`config.mk`:
```
export PLATFORM = sky130hd
export DESIGN_NAME = flash_lock_cmd
export DESIGN_NICKNAME = d
export VERILOG_FILES = /design/src/flash_lock_cmd.v
export VERILOG_INCLUDE_DIRS = /design/src /design/src/src
export SDC_FILE = /design/constraint.sdc
export NUM_CORES = 1
export LEC_CHECK = 0
export BUFFER_PORTS_ARGS = -buffer_cell sky130_fd_sc_hd__buf_2
export CORE_AREA = 2 2 229 231
export CTS_BUF_LIST = sky130_fd_sc_hd__clkbuf_16
export DETAILED_ROUTE_END_ITERATION = 6
export DIE_AREA = 0 0 231 233
export GPL_TIMING_DRIVEN = 0
export PLACE_DENSITY = 0.7
export SLEW_MARGIN = 20
export SYNTH_ARGS = -nofsm -noshare
export SYNTH_HDL_FRONTEND = slang
export SYNTH_SLANG_ARGS = --single-unit
```
`constraint.sdc`:
```
create_clock -name pclk -period 5.21 [get_ports pclk]
set_input_delay 0.7815 -clock pclk [delete_from_list [all_inputs] [get_ports pclk]]
set_output_delay 0.7815 -clock pclk [all_outputs]
set_load 0.02 [all_outputs]
```
`src/flash_lock_cmd_regs.vh`:
```
// Opcodes, register map, field positions and timing counts of the flash command block
`ifndef FLASH_LOCK_CMD_REGS_VH
`define FLASH_LOCK_CMD_REGS_VH

`define CLK_PERIOD_NS 10
`define HW_CLEAR_PULSE_MIN_NS 1000
`define HW_CLEAR_PULSE_CYCLES ((`HW_CLEAR_PULSE_MIN_NS + `CLK_PERIOD_NS - 1) / `CLK_PERIOD_NS)
`define CLEAR_RECOVERY_TIME_NS 30000
`define CLEAR_RECOVERY_CYCLES (`CLEAR_RECOVERY_TIME_NS / `CLK_PERIOD_NS)
`define CLEAR_RECOVERY_STATUS_WR_NS 12000000

`define OP_WRITE_ENABLE 8'h06
`define OP_WRITE_DISABLE 8'h04
`define OP_PAGE_PROGRAM 8'h02
`define OP_SECTOR_ERASE 8'h20
`define OP_BLOCK_ERASE 8'hd8
`define OP_SUSPEND 8'h75
`define OP_RESUME 8'h7a
`define OP_UNIT_LOCK 8'h36
`define OP_UNIT_UNLOCK 8'h39
`define OP_UNIT_LOCK_QUERY 8'h3d
`define OP_ALL_LOCK 8'h7e
`define OP_ALL_UNLOCK 8'h98
`define OP_CLEAR_ARM 8'h66
`define OP_CLEAR_FIRE 8'h99
`define OP_NULL 8'h00

`define REG_CONFIG 12'h000
`define REG_STATUS 12'h004
`define REG_FAULT_CLR 12'h008

`define CFG_LOCK_SCHEME 0
`define CFG_QUAD_MODE 1
`define CFG_RANGE_INVERT 2
`define CFG_RANGE_LO 3
`define CFG_RANGE_HI 7
`define CFG_RESET 8'h00

`define ST_IN_PROGRESS 0
`define ST_WRITE_LATCH 1
`define ST_FAULT 2
`define ST_ARMED 3
`define ST_PAUSED 15

`endif

```
`src/flash_lock_cmd.v`:
```
// Serial flash command logic: suspend/resume, unit locks and resets, APB view
//
// Design decisions made here: register access over APB and the register addresses.
`include "flash_lock_cmd_regs.vh"
`timescale 1ns/1ns
`default_nettype none

module flash_lock_cmd #(
  parameter PROG_CYCLES = 200,
  parameter ERASE_CYCLES = 2000
) (
  input wire pclk, // APB clock
  input wire presetn, // Async reset, active low
  input wire psel, // APB select
  input wire penable, // APB enable
  input wire pwrite, // APB direction
  input wire [11:0] paddr, // APB byte address
  input wire [31:0] pwdata, // APB write data
  output reg [31:0] prdata, // APB read data
  output reg pready, // APB ready
  output reg pslverr, // APB error on unmapped address
  input wire cs_n, // Link chip select, active low
  input wire sclk, // Link serial clock
  input wire [3:0] sio_in, // Link data lines in
  output reg [3:0] sio_out, // Link data lines out
  output reg [3:0] sio_oe, // Link data line enables
  input wire hw_reset_n // Reset pin, active low
);

  localparam K_PROG = 2'd0;
  localparam K_SECT = 2'd1;
  localparam K_BLK = 2'd2;
  // Recovery count is trimmed to the width of its counter on load
  localparam integer REC_CYCLES = `CLEAR_RECOVERY_CYCLES;

  reg cs_s1, cs_s2, cs_prev, ck_s1, ck_s2, ck_prev, rst_s1, rst_s2;
  reg [3:0] io_s1, io_s2;
  reg [31:0] sr;
  reg [5:0] bits;
  reg [7:0] opcode;
  reg [23:0] addr;
  reg [7:0] out_byte;
  reg [7:0] cfg;
  reg [255:0] lock;
  reg write_latch_bit, fault, armed;
  reg er_act, er_pause, pg_act, pg_pause, pg_nested;
  reg [1:0] er_kind;
  reg [23:0] er_addr, pg_addr;
  reg [31:0] er_cnt, pg_cnt;
  reg [11:0] pulse_cnt;
  reg [15:0] rec_cnt;
  reg soft_clr;
  integer i;

  wire quad = cfg[`CFG_QUAD_MODE];
  wire ck_rise = ck_s2 & ~ck_prev;
  wire ck_fall = ~ck_s2 & ck_prev;
  wire cs_rise = cs_s2 & ~cs_prev;
  wire [5:0] step = quad ? 6'd4 : 6'd1;
  wire [5:0] next_bits = (bits > 6'd44) ? bits : bits + step;
  wire [31:0] next_sr = quad ? {sr[27:0], io_s2} : {sr[30:0], io_s2[0]};
  wire hw_held = ~rst_s2 && (pulse_cnt >= `HW_CLEAR_PULSE_CYCLES);
  wire clr = soft_clr | hw_held;
  wire in_progress = (er_act & ~er_pause) | (pg_act & ~pg_pause);
  wire paused_flag = er_pause | pg_pause;
  wire on_byte = (bits[2:0] == 3'd0);

  // Block is in the top-area range selected by the range bits, optionally inverted
  function range_hit;
    input [3:0] blk;
    input [4:0] bp;
    input inv;
    reg hit;
    begin
      if (bp == 5'd0)
        hit = 1'b0;
      else if (bp >= 5'd5)
        hit = 1'b1;
      else
        hit = ({1'b0, blk} >= (5'd16 - (5'd1 << (bp - 5'd1))));
      range_hit = hit ^ inv;
    end
  endfunction

  // Any lock bit set within the target unit
  function unit_locked;
    input [255:0] lk;
    input [23:0] a;
    input whole_blk;
    integer j;
    begin
      unit_locked = lk[a[19:12]];
      if (whole_blk) begin
        for (j = 0; j < 16; j = j + 1)
          unit_locked = unit_locked | lk[{a[19:16], j[3:0]}];
      end
    end
  endfunction

  // Lock units are 4 KB sectors in the outer blocks, 64 KB blocks elsewhere
  function small_unit;
    input [23:0] a;
    begin
      small_unit = (a[19:16] == 4'h0) || (a[19:16] == 4'hf);
    end
  endfunction

  function is_protected;
    input [255:0] lk;
    input [7:0] c;
    input [23:0] a;
    input whole_blk;
    begin
      if (c[`CFG_LOCK_SCHEME])
        is_protected = unit_locked(lk, a, whole_blk);
      else
        is_protected = range_hit(a[19:16], c[`CFG_RANGE_HI:`CFG_RANGE_LO],
          c[`CFG_RANGE_INVERT]);
    end
  endfunction

  // Program target inside the unit of the paused erase
  wire erase_clash = er_pause && ((er_kind == K_BLK) ? (addr[19:16] == er_addr[19:16]) :
    (addr[19:12] == er_addr[19:12]));

  // Link pins and reset pin cross into pclk through two flops each
  always @(posedge pclk or negedge presetn) begin
    if (!presetn) begin
      cs_s1 <= 1'b1;
      cs_s2 <= 1'b1;
      cs_prev <= 1'b1;
      ck_s1 <= 1'b0;
      ck_s2 <= 1'b0;
      ck_prev <= 1'b0;
      io_s1 <= 4'h0;
      io_s2 <= 4'h0;
      rst_s1 <= 1'b1;
      rst_s2 <= 1'b1;
    end else begin
      cs_s1 <= cs_n;
      cs_s2 <= cs_s1;
      cs_prev <= cs_s2;
      ck_s1 <= sclk;
      ck_s2 <= ck_s1;
      ck_prev <= ck_s2;
      io_s1 <= sio_in;
      io_s2 <= io_s1;
      rst_s1 <= hw_reset_n;
      rst_s2 <= rst_s1;
    end
  end

  // Reset pin pulse width and recovery window
  always @(posedge pclk or negedge presetn) begin
    if (!presetn) begin
      pulse_cnt <= 12'h000;
      rec_cnt <= 16'h0000;
    end else begin
      if (rst_s2)
        pulse_cnt <= 12'h000;
      else if (pulse_cnt < `HW_CLEAR_PULSE_CYCLES)
        pulse_cnt <= pulse_cnt + 12'h001;
      if (clr)
        rec_cnt <= REC_CYCLES[15:0];
      else if (rec_cnt != 16'h0000)
        rec_cnt <= rec_cnt - 16'h0001;
    end
  end

  // Serial shifter and lock query output
  always @(posedge pclk or negedge presetn) begin
    if (!presetn) begin
      sr <= 32'h0000_0000;
      bits <= 6'd0;
      opcode <= 8'h00;
      addr <= 24'h00_0000;
      out_byte <= 8'h00;
      sio_out <= 4'h0;
      sio_oe <= 4'h0;
    end else if (cs_s2 || clr || !rst_s2) begin
      // Float as soon as the pin is seen low, before the pulse qualifies
      bits <= 6'd0;
      sio_oe <= 4'h0;
    end else begin
      if (ck_rise) begin
        sr <= next_sr;
        bits <= next_bits;
        if (bits < 6'd8 && next_bits >= 6'd8)
          opcode <= next_sr[7:0];
        if (bits < 6'd32 && next_bits >= 6'd32) begin
          addr <= next_sr[23:0];
          out_byte <= {7'b000_0000, lock[next_sr[19:12]]};
        end
      end
      if (ck_fall && opcode == `OP_UNIT_LOCK_QUERY && bits >= 6'd32) begin
        if (quad) begin
          sio_out <= out_byte[7:4];
          sio_oe <= 4'hf;
          out_byte <= {out_byte[3:0], out_byte[7:4]};
        end else begin
          sio_out <= {2'b00, out_byte[7], 1'b0};
          sio_oe <= 4'h2;
          out_byte <= {out_byte[6:0], out_byte[7]};
        end
      end
    end
  end

  // Command execution at chip select release, plus the array operation timers
  always @(posedge pclk or negedge presetn) begin
    if (!presetn) begin
      cfg <= `CFG_RESET;
      lock <= {256{1'b1}};
      write_latch_bit <= 1'b0;
      fault <= 1'b0;
      armed <= 1'b0;
      er_act <= 1'b0;
      er_pause <= 1'b0;
      er_kind <= K_SECT;
      er_addr <= 24'h00_0000;
      er_cnt <= 32'h0000_0000;
      pg_act <= 1'b0;
      pg_pause <= 1'b0;
      pg_nested <= 1'b0;
      pg_addr <= 24'h00_0000;
      pg_cnt <= 32'h0000_0000;
      soft_clr <= 1'b0;
    end else if (clr) begin
      cfg <= `CFG_RESET;
      lock <= {256{1'b1}};
      write_latch_bit <= 1'b0;
      armed <= 1'b0;
      er_act <= 1'b0;
      er_pause <= 1'b0;
      pg_act <= 1'b0;
      pg_pause <= 1'b0;
      pg_nested <= 1'b0;
      soft_clr <= 1'b0;
      if (hw_held)
        fault <= 1'b0;
    end else begin
      if (psel && penable && pready && pwrite && paddr == `REG_CONFIG)
        cfg <= pwdata[7:0];
      if (psel && penable && pready && pwrite && paddr == `REG_FAULT_CLR && pwdata[0])
        fault <= 1'b0;
      // Timers; a finished operation drops busy and write latch together
      if (pg_act && !pg_pause) begin
        if (pg_cnt == 32'h0000_0000) begin
          pg_act <= 1'b0;
          pg_nested <= 1'b0;
          write_latch_bit <= 1'b0;
        end else
          pg_cnt <= pg_cnt - 32'h0000_0001;
      end else if (er_act && !er_pause) begin
        if (er_cnt == 32'h0000_0000) begin
          er_act <= 1'b0;
          write_latch_bit <= 1'b0;
        end else
          er_cnt <= er_cnt - 32'h0000_0001;
      end
      if (cs_rise && rec_cnt == 16'h0000 && bits >= 6'd8) begin
        armed <= (opcode == `OP_CLEAR_ARM);
        case (opcode)
          `OP_CLEAR_FIRE: begin
            if (armed && bits == 6'd8)
              soft_clr <= 1'b1;
          end
          `OP_WRITE_ENABLE: begin
            if (!in_progress)
              write_latch_bit <= 1'b1;
          end
          `OP_WRITE_DISABLE: begin
            if (!in_progress)
              write_latch_bit <= 1'b0;
          end
          `OP_PAGE_PROGRAM: begin
            // Only idle, or with an erase paused and no program pending
            if (write_latch_bit && bits >= 6'd40 && on_byte && !in_progress && !pg_act) begin
              if (is_protected(lock, cfg, addr, 1'b0) || erase_clash) begin
                fault <= 1'b1;
                write_latch_bit <= 1'b0;
              end else begin
                pg_act <= 1'b1;
                pg_nested <= er_pause;
                pg_addr <= addr;
                pg_cnt <= PROG_CYCLES;
              end
            end
          end
          `OP_SECTOR_ERASE, `OP_BLOCK_ERASE: begin
            if (write_latch_bit && bits == 6'd32 && !in_progress && !er_act && !pg_act) begin
              if (is_protected(lock, cfg, addr, opcode == `OP_BLOCK_ERASE)) begin
                fault <= 1'b1;
                write_latch_bit <= 1'b0;
              end else begin
                er_act <= 1'b1;
                er_kind <= (opcode == `OP_BLOCK_ERASE) ? K_BLK : K_SECT;
                er_addr <= addr;
                er_cnt <= ERASE_CYCLES;
              end
            end
          end
          `OP_SUSPEND: begin
            if (pg_act && !pg_pause && !pg_nested) begin
              pg_pause <= 1'b1;
              write_latch_bit <= 1'b0;
            end else if (er_act && !er_pause && !pg_act) begin
              er_pause <= 1'b1;
              write_latch_bit <= 1'b0;
            end
          end
          `OP_RESUME: begin
            // A running nested program blocks the erase resume
            if (pg_pause) begin
              pg_pause <= 1'b0;
              write_latch_bit <= 1'b1;
            end else if (er_pause && !pg_act) begin
              er_pause <= 1'b0;
              write_latch_bit <= 1'b1;
            end
          end
          `OP_UNIT_LOCK, `OP_UNIT_UNLOCK: begin
            if (write_latch_bit && !in_progress && bits == 6'd32) begin
              write_latch_bit <= 1'b0;
              if (small_unit(addr))
                lock[addr[19:12]] <= (opcode == `OP_UNIT_LOCK);
              else begin
                for (i = 0; i < 16; i = i + 1)
                  lock[{addr[19:16], i[3:0]}] <= (opcode == `OP_UNIT_LOCK);
              end
            end
          end
          `OP_ALL_LOCK, `OP_ALL_UNLOCK: begin
            if (write_latch_bit && !in_progress && bits == 6'd8) begin
              write_latch_bit <= 1'b0;
              lock <= {256{opcode == `OP_ALL_LOCK}};
            end
          end
          default: begin
          end
        endcase
      end
    end
  end

  // APB slave: no wait states, answer registered from the setup cycle
  always @(posedge pclk or negedge presetn) begin
    if (!presetn) begin
      pready <= 1'b0;
      prdata <= 32'h0000_0000;
      pslverr <= 1'b0;
    end else begin
      pready <= psel & ~penable;
      if (psel && !penable) begin
        pslverr <= ~(paddr == `REG_CONFIG || paddr == `REG_STATUS ||
          paddr == `REG_FAULT_CLR);
        prdata <= 32'h0000_0000;
        if (!pwrite && paddr == `REG_CONFIG)
          prdata <= {24'h00_0000, cfg};
        else if (!pwrite && paddr == `REG_STATUS) begin
          prdata[`ST_IN_PROGRESS] <= in_progress;
          prdata[`ST_WRITE_LATCH] <= write_latch_bit;
          prdata[`ST_FAULT] <= fault;
          prdata[`ST_ARMED] <= armed;
          prdata[`ST_PAUSED] <= paused_flag;
        end
      end else begin
        pslverr <= 1'b0;
        prdata <= 32'h0000_0000;
      end
    end
  end

endmodule // flash_lock_cmd

`default_nettype wire

```
==> results.cfg, run 1 <==
[run_status]
run_status = completed

[power_and_ir_drop]
vdd_ir_drop_max_mv = 0.235
total_leakage_power_nw = 12.2
p_per_area_nw_per_um2 = 252

[sta]
max_slew_margin = 0.162
finalWorstPathRequiredPeriod_ps = 5180
maxClockFrequency_mhz = 193
timing.final.ws_setup_ps = 30.2
max_slew_violations = 0
worstMarginPinSlew_ps = 1240
final_hold_viol_count = 0
unrepaired_setup_endpoints_after_global_routing = false
post_route_skew_ps = 23.7
fin_crit_sh = 0.994
final_setup_violation_count = 0

[yosys]
synth.yosys.warnings = 0
post-synth-top-area-cell = dfstp_2
ys.flop_type = dfstp_2
synth.area.top_cells = dfstp_2, dfrtp_1, mux4_2
post_synth_inst_count = 2708
synthDistinctLibCells = 80
syn_avg_cell_area_um2 = 9.75
mappedNetlistArea_um2 = 26400
share_of_flip_flops_with_an_asynchronous_set_or_reset = 1.00
synth_edf_count = 0
synth_top_cell_area_share = 0.261
dominant_cell_by_count_in_the_synthesized_netlist = dfstp_2
seq_area_frac_synth = 0.446
ys_seq_elements = 457
post_synth_most_frequent_cells = dfstp_2, nand2_1, nor2_1, dfrtp_1, inv_1

[worst_setup_path]
reg2reg_from = addr[16]
worstPathMaxFanout = 10
criticalPathCategory = reg2reg
timing.critical_path.from_type = register
reg2reg_setup_slack_ps = 30
critPathCaptureType = register
timing.critical_path.arrival_ps = 5670
r2r.worst_path.cells = 9
reg2reg_to = er_addr[19]
cp_data_required_time_ps = 5700

[clocking]
cts-buffers-inserted = 51
cts_buffer_depth = 3
clkSlewWorstSetupHoldPaths_ps = 60
htree_num_levels = 2
clock-root-buffer = clkbuf_16
cts_tree = built
clk_latency_ps = 610
clkSinkCount = 457

[placed_design]
post-dp-hpwl_mm = 59.7
dpl_worst_slack_ps = -10.8
gp_routability_congestion = 1.09
post-place-cells = 3464
port_buffers = 49

[final_layout]
multiInputGateArea_um2 = 13000
non_filler_instance_count_after_layout = 3555
area.growth.synth_to_final_pct = 11.6
number_of_fillers_in_the_final_layout = 4409
nets = 2908
register_area_um2 = 11800
drive_above_1_share = 0.260
n_antenna_cell = 0

[detailed_routing]
wire_length_per_cell_after_detailed_routing_um = 23.5
post_drt_via_cell_ratio = 6.25
detail_route.iter0.violations = 2552
route.vias.total = 22200
drt_first_pass_iters = 7
routed_wirelength_mm = 83.7
antenna_left = 0
drc = 0

[floorplanning]
die_h_um = 233
design.die.area_um2 = 53800
standard_cell_core_area_um2 = 51100
starting_density_of_the_core = 0.517
placementRows = 83
ios = 98
die_w_um = 231

[job]
number_of_max_capacitance_violations_reported = 0

[global_route]
grt_pass1_wl_mm = 129
largest_net_degree_at_the_start_of_global_routing = 104
grt_overflow_total = 0
grt_use_total = 0.313
number_of_antenna_violations_at_the_first_check_in_global_routing = 0
first_global_vias = 22000

[min_path]
hp-class = in2async
-- power by group --
part	switching [mW]	internal [mW]	leakage, nW	total (mW)
logic	0.112	0.0442	5.96	0.157
clock network	1.54	2.11	0.810	3.66
registers	0.0158	3.58	5.39	3.60
-- sequential cells by signal, summed over array words and instances (netlist names), 2 cells and up --
signal / flops
addr: 8
bits: 6
cfg: 8
er_addr: 8
er_cnt: 32
er_kind: 2
io_s1: 4
io_s2: 4
lock: 256
opcode: 8
out_byte: 8
pg_cnt: 32
prdata: 9
pulse_cnt: 12
rec_cnt: 16
sio_oe: 2
sio_out: 4
sr: 19
-- per-stage QoR --
| stage | hold WS, ps | utilization | instance area, um^2 | total power, mW | setup TNS (ps) |
|---|---|---|---|---|---|
| after floorplan | 331 | - | 26500 | 3.71 | 0 |
| after global placement | 338 | 0.540 | 27600 | 3.79 | -1661740 |
| after detailed placement | 345 | 0.543 | 27700 | 3.81 | -10.8 |
| after CTS | 198 | 0.576 | 29400 | 7.46 | 0 |
| after global routing | 236 | 0.576 | 29500 | 7.63 | 0 |
| final | 187 | 0.576 | 29500 | 7.41 | 0 |
-- how the worst max path moves through the flow --
stage	start	cells after the start	end	slack, ps
after detailed placement	addr[14]	12	er_addr[19]	-10
after global placement	presetn	1	io_s1[3]	-5280
after floorplan	cfg[3]	17	er_addr[19]	1110
after global routing	addr[12]	12	er_addr[19]	40
after CTS	addr[12]	12	er_addr[19]	40
final	addr[16]	9	er_addr[19]	30
-- layer usage --
layer / global-route usage / wire length [um]
met5: 0 / 0
met1: 0.405 / 32900
met3: 0.0797 / 8710
met2: 0.478 / 36900
met4: 0.178 / 5180
-- layout by cell type (no fill, tap or decap), types with 52 or more instances in the layout --
| cell | synthesis | final |
|---|---|---|
| mux2i_1 | 106 | 101 |
| clkbuf_1 | 104 | 98 |
| o21ai_2 | 100 | 100 |
| mux2_2 | 56 | 56 |
| dfstp_2 | 262 | 262 |
| nand3_1 | 76 | 76 |
| inv_1 | 194 | 196 |
| clkbuf_16 | 0 | 52 |
| nand2_1 | 248 | 248 |
| o21ai_0 | 163 | 162 |
| mux4_2 | 55 | 55 |
| nor2_1 | 210 | 210 |
| buf_2 | 19 | 68 |
| dfrtp_1 | 195 | 195 |
| a21o_1 | 70 | 70 |
| a21oi_1 | 135 | 134 |
| nor4_1 | 77 | 76 |
| nor3_1 | 62 | 59 |
-- what timing repair did --
| action | CTS | global route |
|---|---|---|
| setup endpoints to repair | 2 | 45 |
| buffers inserted | 0 | 0 |
| hold buffers | 0 | 0 |
| resized for setup | 2 | 14 |
-- cell families (layout without fill, tap and decap cells) --
family / Yosys count / after routing / share of synthesized area
xor gates and xnor gates: 83 / 83 / 0.0275
muxes: 218 / 218 / 0.111
adders and majority gates: 16 / 16 / 0.00758
and+or+nand+nor: 874 / 874 / 0.168
other: 1 / 23 / 0.000142
DFF: 457 / 457 / 0.446
AOI/OAI and AO/OA: 670 / 670 / 0.172
buffers and inverters: 389 / 534 / 0.0680
-- critical path, stage by stage (launching register included) --
cell and delay (ps):
dfrtp_1 480, clkbuf_1 720, buf_1 910, o21ai_0 470, a211oi_2 560, nor3b_1 200
o41ai_4 690, nand4_4 280, clkbuf_1 380, mux2_2 350
-- final cells by class --
class,count,share of cell area
clock inverter,40,0.0130
multi-input combinational,1884,0.441
sequential,457,0.399
clock buffer,52,0.0442
inverter,194,0.0247
tap,680,0.0289
buffer,194,0.0367
timing repair buffer,54,0.0126
Power figures use the tool's default switching activity.
==> inputs of run 2 (changes only) <==
--- a/config.mk
+++ b/config.mk
@@ -13,6 +13,7 @@
 export DIE_AREA = 0 0 231 233
 export GPL_TIMING_DRIVEN = 0
 export PLACE_DENSITY = 0.7
+export SETUP_SLACK_MARGIN = 0.3
 export SLEW_MARGIN = 20
 export SYNTH_ARGS = -nofsm -noshare
 export SYNTH_HDL_FRONTEND = slang
==> results.cfg, run 2 (same netlist as run 1, synthesis figures left out) <==
[final_layout]
largest_register_ffs = 256
area.growth.synth_to_final_pct = 11.7
finalInstanceArea_um2 = 29500
most_frequent_standard_cell_in_the_layout_excluding_fill_and_tap_cells = dfstp_2
nets = 2911
multiInputGateArea_um2 = 13000
top_register = lock
drive_above_1_share = 0.263
number_of_fillers_in_the_final_layout = 4403
register_area_um2 = 11800
largest_registers = lock: 256 flops, er_cnt: 32 flops, pg_cnt: 32 flops
mostFrequentLayoutCells = dfstp_2, nand2_1, nor2_1, inv_1, dfrtp_1

[placed_design]
port_buffers = 49
gp_routability_congestion = 1.09
dpl_worst_slack_ps = -10.8
dpl_cell_area_um2 = 27700
post-dp-hpwl_mm = 59.7

[worst_setup_path]
timing.critical_path.arrival_ps = 5540
cpMaxStageDelayCell = mux2i_2
timing.critical_path.from_type = register
worstPathMaxFanout = 10
cp_data_required_time_ps = 5740
critical-path-top-cell-by-count = buf_1
worst_path_largest_cell_delay_ps = 960
timing.critical_path.cells = clkbuf_1, buf_1, buf_1, mux2i_2, nand3_1, a2111oi_1, nor4_1, o311ai_0, a21oi_1, o21ai_0
criticalPathCategory = reg2reg
critPathCaptureType = register

[job]
number_of_max_capacitance_violations_reported = 0

[detailed_routing]
detail_route.iter0.violations = 2560
antenna_left = 0
wire_length_per_cell_after_detailed_routing_um = 23.5
route.vias.total = 22300
drc = 8
drt_first_pass_iters = 7
routed_wirelength_mm = 83.6
post_drt_via_cell_ratio = 6.27

[clocking]
clk_latency_ps = 620
cts_tree = built
cts_buffer_depth = 3
clkSlewWorstSetupHoldPaths_ps = 60
htree_num_levels = 2
cts-buffers-inserted = 51
number_of_hold_buffers_added_after_cts = 0
clock-root-buffer = clkbuf_16
clkSinkCount = 457

[global_route]
largest_net_degree_at_the_start_of_global_routing = 104
grt_util_met3 = 0.0799
grt_pass1_wl_mm = 129
global_routing_met1_resource_utilization = 0.404
first_global_vias = 22100
global_route.usage.met2 = 0.478
number_of_antenna_violations_at_the_first_check_in_global_routing = 2
grt_overflow_total = 0
grt_busiest_layer = met2
grt_use_total = 0.313

[sta]
unrepaired_setup_endpoints_after_global_routing = false
fin_crit_sh = 0.961
final_hold_viol_count = 0
post_route_skew_ps = 25.8
max_slew_margin = 0.156
max_slew_violations = 0
timing.final.ws_setup_ps = 204
final_setup_violation_count = 0
worstMarginPinSlew_ps = 1250
final.setup.tns_ps = 0
maxClockFrequency_mhz = 200
finalWorstPathRequiredPeriod_ps = 5010
whs_ps = 186

[floorplanning]
placementRows = 83
standard_cell_core_area_um2 = 51100
die_h_um = 233
die_w_um = 231
ios = 98
design.die.area_um2 = 53800
starting_density_of_the_core = 0.517

[run_status]
failed_checks = design-rule violations
run_status = finished, violations left

[power_and_ir_drop]
vdd_ir_drop_max_mv = 0.233
p_per_area_nw_per_um2 = 251
total_leakage_power_nw = 12.2
fin_total_pwr_mw = 7.41

[min_path]
hp-class = in2async
[run 2: cell type report]
cell class                      instances  share of cell area
Clock buffer                           52              0.0441
Sequential cell                       457               0.399
Timing Repair Buffer                   56              0.0131
Clock inverter                         40              0.0129
Antenna cell                            1           0.0000848
Inverter                              194              0.0247
Multi-Input combinational cell       1884               0.440
Buffer                                195              0.0374
Tap cell                              680              0.0288
[run 2: metal layers]
metal	wire (um)	part of all wire
met1	32800	0.39
met2	37000	0.44
met3	8630	0.10
met4	5220	0.062
met5	16	0.00019
[run 2: final timing paths]
path	cells past startpoint	end	from	slack, ps
min	1	pg_cnt[7]	presetn	190
max reg2reg	10	out_byte[0]	cfg[1]	200
min reg2reg	0	rst_s2	rst_s1	350
max in group asynchronous	2	lock[216]	presetn	4000
max	10	out_byte[0]	cfg[1]	200
min in group pclk	1	cs_s1	cs_n	270
[run 2: timing repair]
item                       in CTS  in global routing
setup endpoints to repair      57                 45
pin swaps                       0                  1
resized for setup               7                 22
hold endpoints to repair        0                  0
buffers inserted                0                  2
[run 2: through the flow]
stage	utilization	cells
final	0.577	3559
after detailed placement	0.543	3464
after CTS	0.576	3556
after global placement	0.540	3459
after floorplan	-	2730
after global routing	0.577	3558
[run 2: where the power goes]
group | total, mW | switching, mW | internal [mW]
logic | 0.156 | 0.112 | 0.0442
registers | 3.60 | 0.0159 | 3.58
clock network | 3.66 | 1.54 | 2.11
[run 2: critical path, delay by kind of cell, from the launching register on]
family / cells / cell delay (ps)
simple gates: 2 / 850
flops: 1 / 420
buf+inv: 3 / 1230
mux: 1 / 960
compound gates: 4 / 1440
